<file path="src/rtl/irq_pkg.sv">
package irq_pkg;
   // ************************************************************
   // source numbering
   // ************************************************************
   localparam int NUM_SOURCES = 27;
   localparam int SWI_IDX = 1;
   localparam int UNDEF_IDX = 2;
   localparam int WDT_IDX = 3;
   localparam int FIRST_MASKABLE = 4;
   localparam int LAST_SOURCE = 27;

   typedef logic [4:0] src_idx_t;
   typedef logic [1:0] level_t;
   typedef logic [2:0] arb_key_t;

   // ************************************************************
   // vector areas
   // ************************************************************
   localparam logic [15:0] RESET_VECTOR = 16'hFFFE;
   localparam logic [15:0] TOP_AREA_BASE = 16'hFFFE;
   localparam logic [15:0] LOW_AREA_BASE = 16'h01FE;
   localparam logic [15:0] VECTOR_STEP = 16'h0002;

   // ************************************************************
   // register offsets (byte addresses)
   // ************************************************************
   localparam logic [7:0] MASTER_OFS = 8'h00;
   localparam logic [7:0] ENABLE_OFS = 8'h04;
   localparam logic [7:0] PENDING_OFS = 8'h08;
   localparam logic [7:0] LEVEL_A_OFS = 8'h0C;
   localparam logic [7:0] LEVEL_B_OFS = 8'h10;
   localparam logic [7:0] SYSCTL_OFS = 8'h14;
   localparam logic [7:0] WDCTL_OFS = 8'h18;
   localparam logic [7:0] STATUS_OFS = 8'h1C;

   // ************************************************************
   // field positions
   // ************************************************************
   localparam int IMF_BIT = 0;
   localparam int VAS_BIT = 0;
   localparam int RAS_BIT = 1;
   localparam int WDSEL_BIT = 0;
   localparam int ST_VEC_LSB = 0;
   localparam int ST_SRC_LSB = 16;
   localparam int ST_REQ_BIT = 24;
   localparam int ST_PROM_BIT = 25;
   localparam int LEVEL_A_COUNT = 16;

   // ************************************************************
   // reset values
   // ************************************************************
   localparam logic IMF_RST = 1'b0;
   localparam logic [27:4] ENABLE_RST = 24'h000000;
   localparam logic [27:3] PENDING_RST = 25'h0000000;
   localparam logic [47:0] LEVEL_RST = 48'h000000000000;
   localparam logic VAS_RST = 1'b0;
   localparam logic RAS_RST = 1'b0;
   localparam logic WDSEL_RST = 1'b1;
endpackage

</file>
<file path="src/rtl/arb_if.sv">
interface arb_if;
   import irq_pkg::*;
   logic [27:1] req;
   logic [27:4][1:0] lvl;
   logic found;
   src_idx_t win;

   modport client (output req, output lvl, input found, input win);
   modport arbiter (input req, input lvl, output found, output win);
endinterface

</file>
<file path="src/rtl/interrupt_priority_vectoring.sv">
//
// Function
// twenty-seven sources besides reset: two traps, watchdog, twenty-four maskable
// software trap, undefined opcode trap and watchdog are non-maskable
// a raised request sets the source's pending latch to one
// nesting allowed; acceptance continues whenever enables permit during service
// maskable request accepted only with master and own enable both one
// simultaneous enabled requests accepted one at a time, highest first
// programmed priority level compared first, fixed priority second
// fixed order: traps together, then wake-up through serial-2 transmit
// no ordering among non-maskable sources
// one vector per source; both traps share the same vector
// vector area select at one moves vectors to the low area
// software sets vector and ram area selects to place vectors in RAM
// software clears watchdog output select to get an interrupt
// serial PROM mode: option code word never served as a vector
// software keeps vector area select at one in serial PROM mode
// non-maskable requests accepted regardless of enable flags
// accepted source's pending latch cleared at acceptance
// master enable saved to stack and cleared on acceptance, restored on return
// reset clears pending latches, master enable and all source enables
// winner's vector from the selected area presented to the core
//
// Design decisions made here: the APB slave port and the placing of the registers.
module interrupt_priority_vectoring (
   input wire logic pclk,
   input wire logic presetn,
   input wire logic psel,
   input wire logic penable,
   input wire logic pwrite,
   input wire logic [7:0] paddr,
   input wire logic [31:0] pwdata,
   output logic [31:0] prdata,
   output logic pready,
   output logic pslverr,
   input wire logic [27:4] src_req,
   input wire logic software_trap_request,
   input wire logic undefined_opcode_trap,
   input wire logic watchdog_event,
   input wire logic prom_mode_pin,
   input wire logic int_accept,
   input wire logic reti,
   input wire logic reti_imf,
   output logic int_req,
   output logic [15:0] int_vector,
   output irq_pkg::src_idx_t int_source,
   output logic saved_imf,
   output logic watchdog_reset_req,
   output logic vector_area_select,
   output logic ram_area_select
);
   import irq_pkg::*;

   // ************************************************************
   // state
   // ************************************************************
   logic master_int_enable_q;
   logic [27:4] source_int_enable_q;
   logic [27:3] pending_latch_q;
   logic [2:1] trap_pending_q;
   logic [47:0] priority_level_regs_q;
   logic watchdog_output_select_q;
   logic prom_meta_q;
   logic prom_mode_q;
   logic [27:1] eligible;
   logic acc;
   logic wr_en;
   logic rd_en;
   logic addr_ok;
   logic wr_master;
   logic wr_enable;
   logic wr_pending;
   logic wr_level_a;
   logic wr_level_b;
   logic wr_sysctl;
   logic wr_wdctl;
   logic [27:4] maskable_ok;
   logic [3:1] nmi_ok;
   logic [15:0] vec_d;
   src_idx_t vec_idx;
   logic [31:0] rd_d;

   arb_if arb ();

   prio_arbiter u_arb (
      .a(arb.arbiter)
   );

   // ************************************************************
   // apb slave: one wait state, data and ready both registered
   // ************************************************************
   assign wr_en = psel && penable && pready && pwrite;
   assign rd_en = psel && penable && !pready && !pwrite;
   // one strobe per register keeps each register's block to its own concern
   assign wr_master = wr_en && (paddr == MASTER_OFS);
   assign wr_enable = wr_en && (paddr == ENABLE_OFS);
   assign wr_pending = wr_en && (paddr == PENDING_OFS);
   assign wr_level_a = wr_en && (paddr == LEVEL_A_OFS);
   assign wr_level_b = wr_en && (paddr == LEVEL_B_OFS);
   assign wr_sysctl = wr_en && (paddr == SYSCTL_OFS);
   assign wr_wdctl = wr_en && (paddr == WDCTL_OFS);

   // unmapped offsets answer with an error and never touch state
   always_comb begin
      case (paddr)
         MASTER_OFS, ENABLE_OFS, PENDING_OFS, LEVEL_A_OFS: addr_ok = 1'b1;
         LEVEL_B_OFS, SYSCTL_OFS, WDCTL_OFS, STATUS_OFS: addr_ok = 1'b1;
         default: addr_ok = 1'b0;
      endcase
   end

   always_ff @(posedge pclk or negedge presetn) begin
      if (!presetn) begin
         pready <= 1'b0;
         pslverr <= 1'b0;
      end else if (psel && penable && !pready) begin
         pready <= 1'b1;
         pslverr <= !addr_ok;
      end else begin
         pready <= 1'b0;
         pslverr <= 1'b0;
      end
   end

   always_comb begin
      rd_d = '0;
      case (paddr)
         MASTER_OFS: rd_d[IMF_BIT] = master_int_enable_q;
         ENABLE_OFS: rd_d[27:4] = source_int_enable_q;
         PENDING_OFS: rd_d[27:3] = pending_latch_q;
         LEVEL_A_OFS: rd_d = priority_level_regs_q[31:0];
         LEVEL_B_OFS: rd_d[15:0] = priority_level_regs_q[47:32];
         SYSCTL_OFS: begin
            rd_d[VAS_BIT] = vector_area_select;
            rd_d[RAS_BIT] = ram_area_select;
         end
         WDCTL_OFS: rd_d[WDSEL_BIT] = watchdog_output_select_q;
         STATUS_OFS: begin
            rd_d[ST_VEC_LSB +: 16] = int_vector;
            rd_d[ST_SRC_LSB +: 5] = int_source;
            rd_d[ST_REQ_BIT] = int_req;
            rd_d[ST_PROM_BIT] = prom_mode_q;
         end
         default: rd_d = '0;
      endcase
   end

   always_ff @(posedge pclk or negedge presetn) begin
      if (!presetn) begin
         prdata <= '0;
      end else if (rd_en) begin
         prdata <= rd_d;
      end
   end

   // ************************************************************
   // configuration registers
   // ************************************************************
   always_ff @(posedge pclk or negedge presetn) begin
      if (!presetn) begin
         source_int_enable_q <= ENABLE_RST;
      end else if (wr_enable) begin
         source_int_enable_q <= pwdata[27:4];
      end
   end

   always_ff @(posedge pclk or negedge presetn) begin
      if (!presetn) begin
         priority_level_regs_q <= LEVEL_RST;
      end else if (wr_level_a) begin
         priority_level_regs_q[31:0] <= pwdata;
      end else if (wr_level_b) begin
         priority_level_regs_q[47:32] <= pwdata[15:0];
      end
   end

   always_ff @(posedge pclk or negedge presetn) begin
      if (!presetn) begin
         vector_area_select <= VAS_RST;
         ram_area_select <= RAS_RST;
      end else if (wr_sysctl) begin
         vector_area_select <= pwdata[VAS_BIT];
         ram_area_select <= pwdata[RAS_BIT];
      end
   end

   // the watchdog comes out of reset as a reset source, not an interrupt
   always_ff @(posedge pclk or negedge presetn) begin
      if (!presetn) begin
         watchdog_output_select_q <= WDSEL_RST;
      end else if (wr_wdctl) begin
         watchdog_output_select_q <= pwdata[WDSEL_BIT];
      end
   end

   // serial PROM strap comes from a pin, so it is synchronised first
   always_ff @(posedge pclk or negedge presetn) begin
      if (!presetn) begin
         prom_meta_q <= 1'b0;
         prom_mode_q <= 1'b0;
      end else begin
         prom_meta_q <= prom_mode_pin;
         prom_mode_q <= prom_meta_q;
      end
   end

   // ************************************************************
   // acceptance
   // ************************************************************
   // a request is only taken while it is offered; the stale winner of the
   // cycle after an accept is never offered because int_req drops then
   assign acc = int_accept && int_req;

   // master enable: a return has priority over software, an accept over both
   always_ff @(posedge pclk or negedge presetn) begin
      if (!presetn) begin
         master_int_enable_q <= IMF_RST;
         saved_imf <= 1'b0;
      end else if (acc) begin
         saved_imf <= master_int_enable_q;
         master_int_enable_q <= 1'b0;
      end else if (reti) begin
         master_int_enable_q <= reti_imf;
      end else if (wr_master) begin
         master_int_enable_q <= pwdata[IMF_BIT];
      end
   end

   // ************************************************************
   // pending latches
   // ************************************************************
   // a new request in the clearing cycle survives: set wins over clear.
   // software writes 0 to clear and 1 to keep; the watchdog latch is read only
   always_ff @(posedge pclk or negedge presetn) begin
      if (!presetn) begin
         pending_latch_q <= PENDING_RST;
      end else begin
         for (int i = FIRST_MASKABLE; i <= LAST_SOURCE; i++) begin
            if (src_req[i]) begin
               pending_latch_q[i] <= 1'b1;
            end else if (acc && int_source == src_idx_t'(i)) begin
               pending_latch_q[i] <= 1'b0;
            end else if (wr_pending && !pwdata[i]) begin
               pending_latch_q[i] <= 1'b0;
            end
         end
         if (watchdog_event && !watchdog_output_select_q) begin
            pending_latch_q[WDT_IDX] <= 1'b1;
         end else if (acc && int_source == src_idx_t'(WDT_IDX)) begin
            pending_latch_q[WDT_IDX] <= 1'b0;
         end
      end
   end

   // traps have no visible latch; the request is held here until taken
   always_ff @(posedge pclk or negedge presetn) begin
      if (!presetn) begin
         trap_pending_q <= '0;
      end else begin
         if (software_trap_request) begin
            trap_pending_q[SWI_IDX] <= 1'b1;
         end else if (acc && int_source == src_idx_t'(SWI_IDX)) begin
            trap_pending_q[SWI_IDX] <= 1'b0;
         end
         if (undefined_opcode_trap) begin
            trap_pending_q[UNDEF_IDX] <= 1'b1;
         end else if (acc && int_source == src_idx_t'(UNDEF_IDX)) begin
            trap_pending_q[UNDEF_IDX] <= 1'b0;
         end
      end
   end

   // watchdog overflow turns into a reset request while the select is 1
   always_ff @(posedge pclk or negedge presetn) begin
      if (!presetn) begin
         watchdog_reset_req <= 1'b0;
      end else begin
         watchdog_reset_req <= watchdog_event && watchdog_output_select_q;
      end
   end

   // ************************************************************
   // arbitration and vector
   // ************************************************************
   assign nmi_ok = {pending_latch_q[WDT_IDX], trap_pending_q};
   assign maskable_ok = pending_latch_q[27:4] & source_int_enable_q &
                        {24{master_int_enable_q}};
   assign eligible = {maskable_ok, nmi_ok};
   assign arb.req = eligible;
   assign arb.lvl = priority_level_regs_q;

   // both traps map onto the first slot, so the option code word below it is
   // never handed out as a vector
   assign vec_idx = (arb.win == src_idx_t'(UNDEF_IDX)) ? src_idx_t'(SWI_IDX) : arb.win;
   assign vec_d = (vector_area_select ? LOW_AREA_BASE : TOP_AREA_BASE) -
                  16'({vec_idx, 1'b0});

   // offering continues while an earlier service runs, which gives nesting
   always_ff @(posedge pclk or negedge presetn) begin
      if (!presetn) begin
         int_req <= 1'b0;
         int_vector <= RESET_VECTOR;
         int_source <= '0;
      end else if (acc) begin
         int_req <= 1'b0;
      end else begin
         int_req <= arb.found;
         int_vector <= vec_d;
         int_source <= arb.win;
      end
   end
endmodule

</file>
<file path="src/rtl/prio_arbiter.sv">
module prio_arbiter (
   arb_if.arbiter a
);
   import irq_pkg::*;

   // key 0 is the shared non-maskable class; maskable keys are level + 1,
   // so level decides first and the lower source number breaks ties
   always_comb begin
      arb_key_t best;
      arb_key_t key;
      best = '1;
      key = '1;
      a.found = 1'b0;
      a.win = '0;
      for (int i = LAST_SOURCE; i >= SWI_IDX; i--) begin
         if (i < FIRST_MASKABLE) begin
            key = '0;
         end else begin
            key = arb_key_t'({1'b0, a.lvl[i]}) + 3'h1;
         end
         if (a.req[i] && (!a.found || key <= best)) begin
            best = key;
            a.found = 1'b1;
            a.win = src_idx_t'(i);
         end
      end
   end
endmodule

</file>
<file path="config.mk">
export PLATFORM = sky130hd
export DESIGN_NAME = interrupt_priority_vectoring
export DESIGN_NICKNAME = d
export VERILOG_FILES = /design/src/rtl/irq_pkg.sv /design/src/rtl/arb_if.sv /design/src/rtl/interrupt_priority_vectoring.sv /design/src/rtl/prio_arbiter.sv
export SDC_FILE = /design/constraint.sdc
export NUM_CORES = 1
export LEC_CHECK = 0
export ABC_CLOCK_PERIOD_IN_PS = 40000
export BUFFER_PORTS_ARGS = -buffer_cell sky130_fd_sc_hd__buf_2
export CAP_MARGIN = 10
export CORE_UTILIZATION = 57
export CTS_CLUSTER_DIAMETER = 150
export DETAILED_ROUTE_END_ITERATION = 8
export PLACE_DENSITY = 0.75
export SYNTH_ARGS = -nofsm -noshare
export SYNTH_HDL_FRONTEND = slang
export SYNTH_HIERARCHICAL = 1
export SYNTH_SLANG_ARGS = --single-unit
</file>
<file path="constraint.sdc">
create_clock -name pclk -period 40 [get_ports pclk]
set_input_delay 8 -clock pclk [delete_from_list [all_inputs] [get_ports pclk]]
set_output_delay 8 -clock pclk [all_outputs]
set_load 0.01 [all_outputs]
</file>
== Word-level counts from Yosys, hierarchy flattened ==
Memory sizes are Yosys's and may differ from the RTL's.
Cells that the tools add are included.
Storage, ports and cells
  memories kept: 1
  input port bits: 76
  logic and storage cells: 514
  output and inout port bits: 60
  memory bits (read-only): 32
  register bits: 163
Memory list
  (name not given): words 32, width 1, read ports 1, clocked after Yosys merged registers in 0, wr ports 0, RTL line interrupt_priority_vectoring.sv:105  | case (paddr)
Operators by class
  equality and inequality tests: 35
  $lt $le $gt $ge: 26
  mux-type cells: 177
  $add $sub $neg: 25
  bitwise logic cells: 3
  reductions and logical operators: 203
Operators with widths (number)
  5-bit two-way mux: 28
  1-bit two-way mux: 112
  1-bit logical AND: 92
  3-bit two-way mux: 26
  3-bit nonzero test: 25
  2-bit by 1-bit adder with 3-bit output, second input constant: 24
  3-bit less-or-equal comparator: 23
  5-bit equality test, second input constant: 12
  12-bit one-hot mux with 5 select lines: 1
  1-bit zero test: 54
  24-bit bitwise AND: 2
  5-bit by 4-bit equality test with 1-bit output, second input constant: 8
  8-bit by 5-bit equality test with 1-bit output, second input constant: 4
  1-bit logical OR: 26
  5-bit by 3-bit equality test with 1-bit output, second input constant: 4
  5-bit one-hot mux with 4 select lines: 1
  8-bit by 4-bit equality test with 1-bit output, second input constant: 2
  16-bit two-way mux: 1
  16-bit by 6-bit subtractor with 16-bit output: 1
  5-bit by 2-bit equality test with 1-bit output, second input constant: 3
  1-bit by 3-bit less-or-equal comparator with 1-bit output, first input constant: 3
  3-bit one-hot mux with 3 select lines: 1
  8-bit by 3-bit equality test with 1-bit output, second input constant: 1
  8-bit zero test: 1
  other kinds (11): 14

== Depth between registers and ports, before layout ==
  depth in word-level cells: 110
  mapped depth: 180
  gate-level depth less buffers: 170

== Modules after synthesis ==
The synthesis kept the hierarchy.
By module, submodules not included
  interrupt_priority_vectoring: area each 7126.8 um^2, times used 1, cells each 594
  prio_arbiter: area each 3821.2 um^2, times used 1, cells each 539

== Least setup slack after synthesis ==
Ideal clock, no wire load.
  path type: register -> register
  from: register master_int_enable_q
  to: register int_vector[1]
  cell stages (with the launch flop): 167
  required time: 39.941 ns
  period minus slack after synthesis: 30.773 ns
  path buffers: 10
  path slack: 9.227 ns
  data arrival time: 30.714 ns
  cells stage by stage: dfrtp_1 and3_1 buf_6 inv_1 nor2_1 ha_1 and3b_1 o211ai_1 a21boi_0 or2_2 ha_1 nor2b_1 o32ai_1 o211ai_1 o31ai_1 inv_1 ha_1 nand2_1 [... 131 more ...] nor2b_1 o21a_1 o21ai_0 o21a_1 and2_1 a31oi_1 ha_1 nor2b_1 o21ai_0 inv_1 o21ai_0 o21ai_0 nand2_1 or3_1 nor4b_1 inv_1 a31oi_1 mux2_2
On the way
  longest elaborated chain between the ends: 109
  elaborated cells on any way between the ends: 187
  those cells by class: 1 x add/sub; 26 x order compare; 1 x eq/ne; 80 x mux; 1 x bitwise; 78 x reduce/logical
RTL lines
  start, declared: RTL line interrupt_priority_vectoring.sv:57  | logic master_int_enable_q;
  start signal, assigned: RTL line interrupt_priority_vectoring.sv:223  | master_int_enable_q <= reti_imf;
  start signal, assigned: RTL line interrupt_priority_vectoring.sv:225  | master_int_enable_q <= pwdata[IMF_BIT];
  24-bit bitwise AND (*): RTL line interrupt_priority_vectoring.sv:286  | assign maskable_ok = pending_latch_q[27:4] & source_int_enable_q &
  via maskable_ok, one bit: RTL line interrupt_priority_vectoring.sv:77  | logic [27:4] maskable_ok;
  3-bit two-way mux / 1-bit two-way mux (equally long branches): RTL line prio_arbiter.sv:21  | if (a.req[i] && (!a.found || key <= best)) begin
  3-bit less-or-equal comparator / 1-bit zero test (equally long branches): RTL line prio_arbiter.sv:21
  1-bit logical OR: RTL line prio_arbiter.sv:21
  1-bit logical AND: RTL line prio_arbiter.sv:21
  3-bit two-way mux / 1-bit two-way mux (equally long branches): RTL line prio_arbiter.sv:21
  3-bit less-or-equal comparator / 1-bit zero test (equally long branches): RTL line prio_arbiter.sv:21
  [... 95 more ...]
  1-bit by 3-bit less-or-equal comparator with 1-bit output / 1-bit zero test (equally long branches): RTL line prio_arbiter.sv:21
  1-bit logical OR: RTL line prio_arbiter.sv:21
  1-bit logical AND: RTL line prio_arbiter.sv:21
  5-bit two-way mux (*): RTL line prio_arbiter.sv:21
  via arb.win[4]: RTL line arb_if.sv:6  | src_idx_t win;
  5-bit by 2-bit equality test with 1-bit output (*): RTL line interrupt_priority_vectoring.sv:294  | assign vec_idx = (arb.win == src_idx_t'(UNDEF_IDX)) ? src_idx_t'(SWI_IDX) : arb.win;
  5-bit two-way mux (*): RTL line interrupt_priority_vectoring.sv:294
  16-bit by 6-bit subtractor with 16-bit output (*): RTL line interrupt_priority_vectoring.sv:295  | assign vec_d = (vector_area_select ? LOW_AREA_BASE : TOP_AREA_BASE) -
  end signal, assigned: RTL line interrupt_priority_vectoring.sv:308  | int_vector <= vec_d;
  end, declared: RTL line interrupt_priority_vectoring.sv:45  | output logic [15:0] int_vector,
Mark *: on every way through the listed nets, which the timed path passes. The rest lies on a longest branch.
A chain may end at the register's enable or synchronous reset.

== Final worst setup path ==
  from: register pending_latch_q[27] in the netlist's numbering
  to: register int_vector[2]
On the way
  longest elaborated chain between the ends: 110
  elaborated cells on any way between the ends: 188
  those cells by class: 1 x add/sub; 26 x order compare; 1 x eq/ne; 80 x mux; 2 x bitwise; 78 x reduce/logical
RTL lines
  start, declared: RTL line interrupt_priority_vectoring.sv:59  | logic [27:3] pending_latch_q;
  start signal, assigned: RTL line interrupt_priority_vectoring.sv:236  | pending_latch_q <= PENDING_RST;
  start signal, assigned by index: RTL line interrupt_priority_vectoring.sv:240  | pending_latch_q[i] <= 1'b1;
  start signal, assigned by index: RTL line interrupt_priority_vectoring.sv:242  | pending_latch_q[i] <= 1'b0;
  24-bit bitwise AND (*) (2 in series): RTL line interrupt_priority_vectoring.sv:286
  via maskable_ok, one bit: RTL line interrupt_priority_vectoring.sv:77
  3-bit two-way mux / 1-bit two-way mux (equally long branches): RTL line prio_arbiter.sv:21
  3-bit less-or-equal comparator / 1-bit zero test (equally long branches): RTL line prio_arbiter.sv:21
  1-bit logical OR: RTL line prio_arbiter.sv:21
  1-bit logical AND: RTL line prio_arbiter.sv:21
  3-bit two-way mux / 1-bit two-way mux (equally long branches): RTL line prio_arbiter.sv:21
  3-bit less-or-equal comparator / 1-bit zero test (equally long branches): RTL line prio_arbiter.sv:21
  [... 95 more ...]
  1-bit by 3-bit less-or-equal comparator with 1-bit output / 1-bit zero test (equally long branches): RTL line prio_arbiter.sv:21
  1-bit logical OR: RTL line prio_arbiter.sv:21
  1-bit logical AND: RTL line prio_arbiter.sv:21
  5-bit two-way mux (*): RTL line prio_arbiter.sv:21
  via arb.win[4]: RTL line arb_if.sv:6
  5-bit by 2-bit equality test with 1-bit output (*): RTL line interrupt_priority_vectoring.sv:294
  5-bit two-way mux (*): RTL line interrupt_priority_vectoring.sv:294
  16-bit by 6-bit subtractor with 16-bit output (*): RTL line interrupt_priority_vectoring.sv:295
Marks and branches as above.

==> reports/summary.log <==
[power_and_ir_drop] clock network fraction of total power 0.485
[timing] unrepaired setup endpoints after global routing no
[setup_path] Req. time, crit path 40320 ps
[setup_path] data arrival time of the critical path 36980 ps
[layout] Layout Area Growth over Synthesis 12.6%
[route] total via count after detailed routing 9704
[power_and_ir_drop] net switching component of the power 96.0 uW
[min_path] worst hold path class reg2reg
[setup_path] CP max stage cell sky130_fd_sc_hd__o21ai_0
[power_and_ir_drop] worst-case vdd ir drop 37.2 uV
[placement] gp weighted congestion 0.959
[layout] Antenna Cells 0
[min_path] number of cells on the worst hold path 0
[layout] share of post-route cells with drive strength above 1 0.252
[status] status complete, no violations
[floorplan] effective utilization at floorplan 0.583
[clock_tree] number of buffers on the longest clock path 2
[placement] Detail Placement HPWL 24.2 mm
[power_and_ir_drop] Sw Ratio 0.264
[clock_tree] post-cts repair resize count 0
[route] Residual DRC 0
[timing] final slew viol count 0
[clock_tree] Max H-tree Level 4
[clock_tree] insertion delay to the later sink of the worst-skew pair 430 ps
[grt] first-pass GRT wire length 51.4 mm
[synthesis] synthesized area per cell 9.66 um^2
[floorplan] I/O pin cnt 136
[timing] number of failing setup endpoints in the final timing report 0
[layout] Finished Cell Area 12300 um^2
[power_and_ir_drop] sequential group share of total power 0.436
[synthesis] Unique masters post-synth 78
[clock_tree] Root Driver sky130_fd_sc_hd__clkbuf_16
[setup_path] endpoint of the worst-slack reg-to-reg timing path int_vector[2]$_DFFE_PN1N_
[timing] hold slack 349 ps
[power_and_ir_drop] PwrDens 29.5 nW/um^2
[grt] antenna violations before repair 0
[floorplan] Core Rows 50
[clock_tree] number of buffers created by CTS 17
[timing] final number of hold-violating endpoints 0
[clock_tree] TritonCTS clock tree yes
[route] 1st-iter DRT viols 862
[route] number of iterations in the first detailed-routing pass 7
[synthesis] Syn. warnings 6
[timing] Final period util 0.916
[setup_path] Critical R2R Launch pending_latch_q[27]$_DFFE_PN0P_
[route] Final Routed Wirelength 32.5 mm
[setup_path] delay of the slowest critical-path stage 830 ps
[clock_tree] TritonCTS Sinks 153
[setup_path] reg-to-reg setup timing slack 3340 ps
[clock_tree] quantity of hold-fixing buffers added after cts 0
[setup_path] logic depth of the worst register-to-register path 159
[route] Routed Antenna Nets 0
[grt] vias in the first global route 9339
[min_path] Worst Hold Endpoint prom_mode_q$_DFF_PN0_
[setup_path] most frequent cell on the critical path sky130_fd_sc_hd__ha_1
[timing] relative slew slack 0.235
[min_path] hold_sp prom_meta_q$_DFF_PN0_
[clock_tree] number of post-CTS setup repair buffers 0
[synthesis] Most used DFF post-synth sky130_fd_sc_hd__dfrtp_1
[clock_tree] clock transition at the registers of the reported paths 70 ps
[layout] area of all sequential standard cells 3840 um^2
[layout] Total Nets Final 1409
[synthesis] synthesized instance count 1133
[timing] worst slew pin tran 1140 ps
[layout] Multi-input gate area 6670 um^2
[synthesis] FFs w/ async S/R, synth 1.00
[flow_run] Max Cap Viol 0
[synthesis] share of the yosys chip area belonging to registers 0.351
[setup_path] worst-path fanout max 11
[power_and_ir_drop] total power after layout 364 uW
[timing] Sum Neg Setup Slack 0 ps
[grt] remaining global-route overflow 0
[setup_path] Worst Path Class, Setup reg2reg
[setup_path] CP endpoint kind register
[route] per-cell via count in the routed design 6.53
[timing] final setup skew 12.4 ps
[floorplan] Die X 141 um
[synthesis] number of flip-flops and latches in the synthesized netlist 153
[power_and_ir_drop] share of power burned in combinational logic 0.079
[timing] final critical path time including I/O delays and setup 36660 ps
[synthesis] Cell Area, Synth 10900 um^2
[placement] placed cell area 11700 um^2
[floorplan] height of the die 141 um
[floorplan] die area 19800 um^2
[setup_path] crit path launch type register
[power_and_ir_drop] internal power contribution 268 uW
[floorplan] placeable core region 18800 um^2
[layout] number of filler instances in the final layout 1548
[grt] largest net degree at the start of global routing 85
[route] DR WL/cell 21.9 um
[synthesis] EDFF count, synth 0
[power_and_ir_drop] Leakage 0.00630 uW
[placement] count of input and output buffers 131
[timing] max frequency 27.3 MHz
[grt] overall routing resource usage 0.338
[flip-flops by register name, summed over array words and instances (netlist names), 2 cells and up]
| register | count |
|---|---|
| trap_pending_q | 2 |
| source_int_enable_q | 24 |
| int_source | 5 |
| prdata | 32 |
| int_vector | 6 |
| pending_latch_q | 25 |
| arb.lvl | 48 |
[placed cells by master (no fill, tap or decap), types with 6 or more instances in the layout]
master / instances
sky130_fd_sc_hd__clkbuf_16: 17
sky130_fd_sc_hd__a211oi_1: 7
sky130_fd_sc_hd__o21ai_1: 6
sky130_fd_sc_hd__nand3_1: 33
sky130_fd_sc_hd__a21oi_1: 47
sky130_fd_sc_hd__nand4_1: 9
sky130_fd_sc_hd__buf_2: 130
sky130_fd_sc_hd__a22o_1: 28
sky130_fd_sc_hd__nor4_1: 7
sky130_fd_sc_hd__and2_1: 10
sky130_fd_sc_hd__o31ai_1: 10
sky130_fd_sc_hd__and3_1: 33
sky130_fd_sc_hd__a21o_1: 20
sky130_fd_sc_hd__dfrtp_1: 146
sky130_fd_sc_hd__or2_2: 6
sky130_fd_sc_hd__mux2i_1: 7
sky130_fd_sc_hd__nor2_1: 63
sky130_fd_sc_hd__o221ai_1: 26
sky130_fd_sc_hd__a21boi_0: 6
sky130_fd_sc_hd__o211ai_1: 13
sky130_fd_sc_hd__nor3_1: 16
sky130_fd_sc_hd__nor2b_1: 22
sky130_fd_sc_hd__buf_4: 15
sky130_fd_sc_hd__nand2_1: 78
sky130_fd_sc_hd__o21ai_0: 69
sky130_fd_sc_hd__mux2_2: 107
sky130_fd_sc_hd__a31oi_1: 13
sky130_fd_sc_hd__a22oi_1: 26
sky130_fd_sc_hd__inv_1: 32
sky130_fd_sc_hd__o21a_1: 17
sky130_fd_sc_hd__ha_1: 93
sky130_fd_sc_hd__nand2b_1: 36
sky130_fd_sc_hd__dfstp_2: 7
[power by group through the flow]
stage               sequential [uW]  combinational (uW)  clock [uW]
detailed placement              162                28.2           0
global route                    159                31.2         184
CTS                             159                28.4         178
floorplan                       162                13.7           0
finish                          159                28.7         177
global placement                162                27.9           0
[worst max-delay path, delay by kind of cell, from the launching register on]
family	cells	cell delay [ps]
compound gates	74	18740
mux	2	800
flops	1	370
fa+ha+maj	23	6770
buf+inv	8	970
simple gates	52	8870
[cell usage after synthesis (3+ instances only)]
cell type                  count  area (um^2)
sky130_fd_sc_hd__dfrtp_1     146         3650
sky130_fd_sc_hd__mux2_2      107         1200
sky130_fd_sc_hd__ha_1         93         1160
sky130_fd_sc_hd__nand2_1      78          293
sky130_fd_sc_hd__o21ai_0      69          345
sky130_fd_sc_hd__nor2_1       63          236
sky130_fd_sc_hd__a21oi_1      47          235
sky130_fd_sc_hd__nand2b_1     36          225
sky130_fd_sc_hd__and3_1       33          206
sky130_fd_sc_hd__nand3_1      33          165
sky130_fd_sc_hd__inv_1        32          120
sky130_fd_sc_hd__clkbuf_1     31          116
sky130_fd_sc_hd__a22o_1       28          245
sky130_fd_sc_hd__a22oi_1      26          195
sky130_fd_sc_hd__o221ai_1     26          228
sky130_fd_sc_hd__nor2b_1      23          144
sky130_fd_sc_hd__a21o_1       20          150
sky130_fd_sc_hd__o21a_1       17          128
sky130_fd_sc_hd__nor3_1       16         80.1
sky130_fd_sc_hd__a31oi_1      13         81.3
sky130_fd_sc_hd__o211ai_1     13         97.6
sky130_fd_sc_hd__buf_2        11         55.1
sky130_fd_sc_hd__and2_1       10         62.6
sky130_fd_sc_hd__buf_4        10         75.1
sky130_fd_sc_hd__o31ai_1      10         75.1
sky130_fd_sc_hd__nand4_1       9         56.3
sky130_fd_sc_hd__a211oi_1      7         52.6
sky130_fd_sc_hd__buf_6         7         78.8
sky130_fd_sc_hd__dfstp_2       7          184
sky130_fd_sc_hd__mux2i_1       7         70.1
sky130_fd_sc_hd__nor4_1        7         43.8
sky130_fd_sc_hd__a21boi_0      6         45.0
sky130_fd_sc_hd__o21ai_1       6         30.0
sky130_fd_sc_hd__or2_2         6         37.5
sky130_fd_sc_hd__o31a_1        5         43.8
sky130_fd_sc_hd__or3_1         5         31.3
sky130_fd_sc_hd__a211o_1       4         35.0
sky130_fd_sc_hd__o22ai_1       4         25.0
sky130_fd_sc_hd__a32o_1        3         30.0
sky130_fd_sc_hd__and3b_1       3         26.3
sky130_fd_sc_hd__nand3b_1      3         22.5
sky130_fd_sc_hd__nor3b_1       3         22.5
sky130_fd_sc_hd__o32a_1        3         30.0
sky130_fd_sc_hd__o32ai_1       3         26.3
[kinds of logic after synthesis]
kind of cell	count (synthesis)	share of synthesized area
adders and majority gates	93	0.106
AOI/OAI and AO/OA	331	0.214
muxes	116	0.119
buffers and inverters	92	0.0410
and+or+nand+nor	345	0.168
other	2	0.000686
DFF	153	0.351
xor gates and xnor gates	1	0.000800
[per-layer routing]
layer / share of wire / track usage
met3: 0.075 / 0.0560
met1: 0.44 / 0.463
met2: 0.46 / 0.538
met5: 0 / 0
met4: 0.028 / 0.129
[cell type report]
type                    instances  share of cell area
inverters                      32             0.00974
well taps                     234              0.0237
flip-flops and latches        153               0.311
repair buffers                146              0.0628
clock inverters                15              0.0168
multi-input cells             890               0.541
clock buffers                  17              0.0345
[metrics by stage]
stage                     utilization  cells  setup slack [ps]
after floorplan                     -   1135              9230
after global placement          0.623   1455              4860
after detailed placement        0.623   1455              4210
after CTS                       0.657   1487              3950
after global routing            0.657   1487              32.8
final                           0.657   1487              3340
[how the worst max path moves through the flow]
stage               depth (start not counted)                             from                   endpoint
finish                                    159  pending_latch_q[27]$_DFFE_PN0P_  int_vector[2]$_DFFE_PN1N_
global route                              159  pending_latch_q[27]$_DFFE_PN0P_  int_vector[2]$_DFFE_PN1N_
CTS                                       159  pending_latch_q[27]$_DFFE_PN0P_  int_vector[2]$_DFFE_PN1N_
detailed placement                        159  pending_latch_q[27]$_DFFE_PN0P_  int_vector[2]$_DFFE_PN1N_
global placement                          159  pending_latch_q[27]$_DFFE_PN0P_  int_vector[2]$_DFFE_PN1N_
floorplan                                 166  master_int_enable_q$_DFFE_PN0P_  int_vector[1]$_DFFE_PN1N_
No activity file was read; power rests on OpenSTA's default activity.
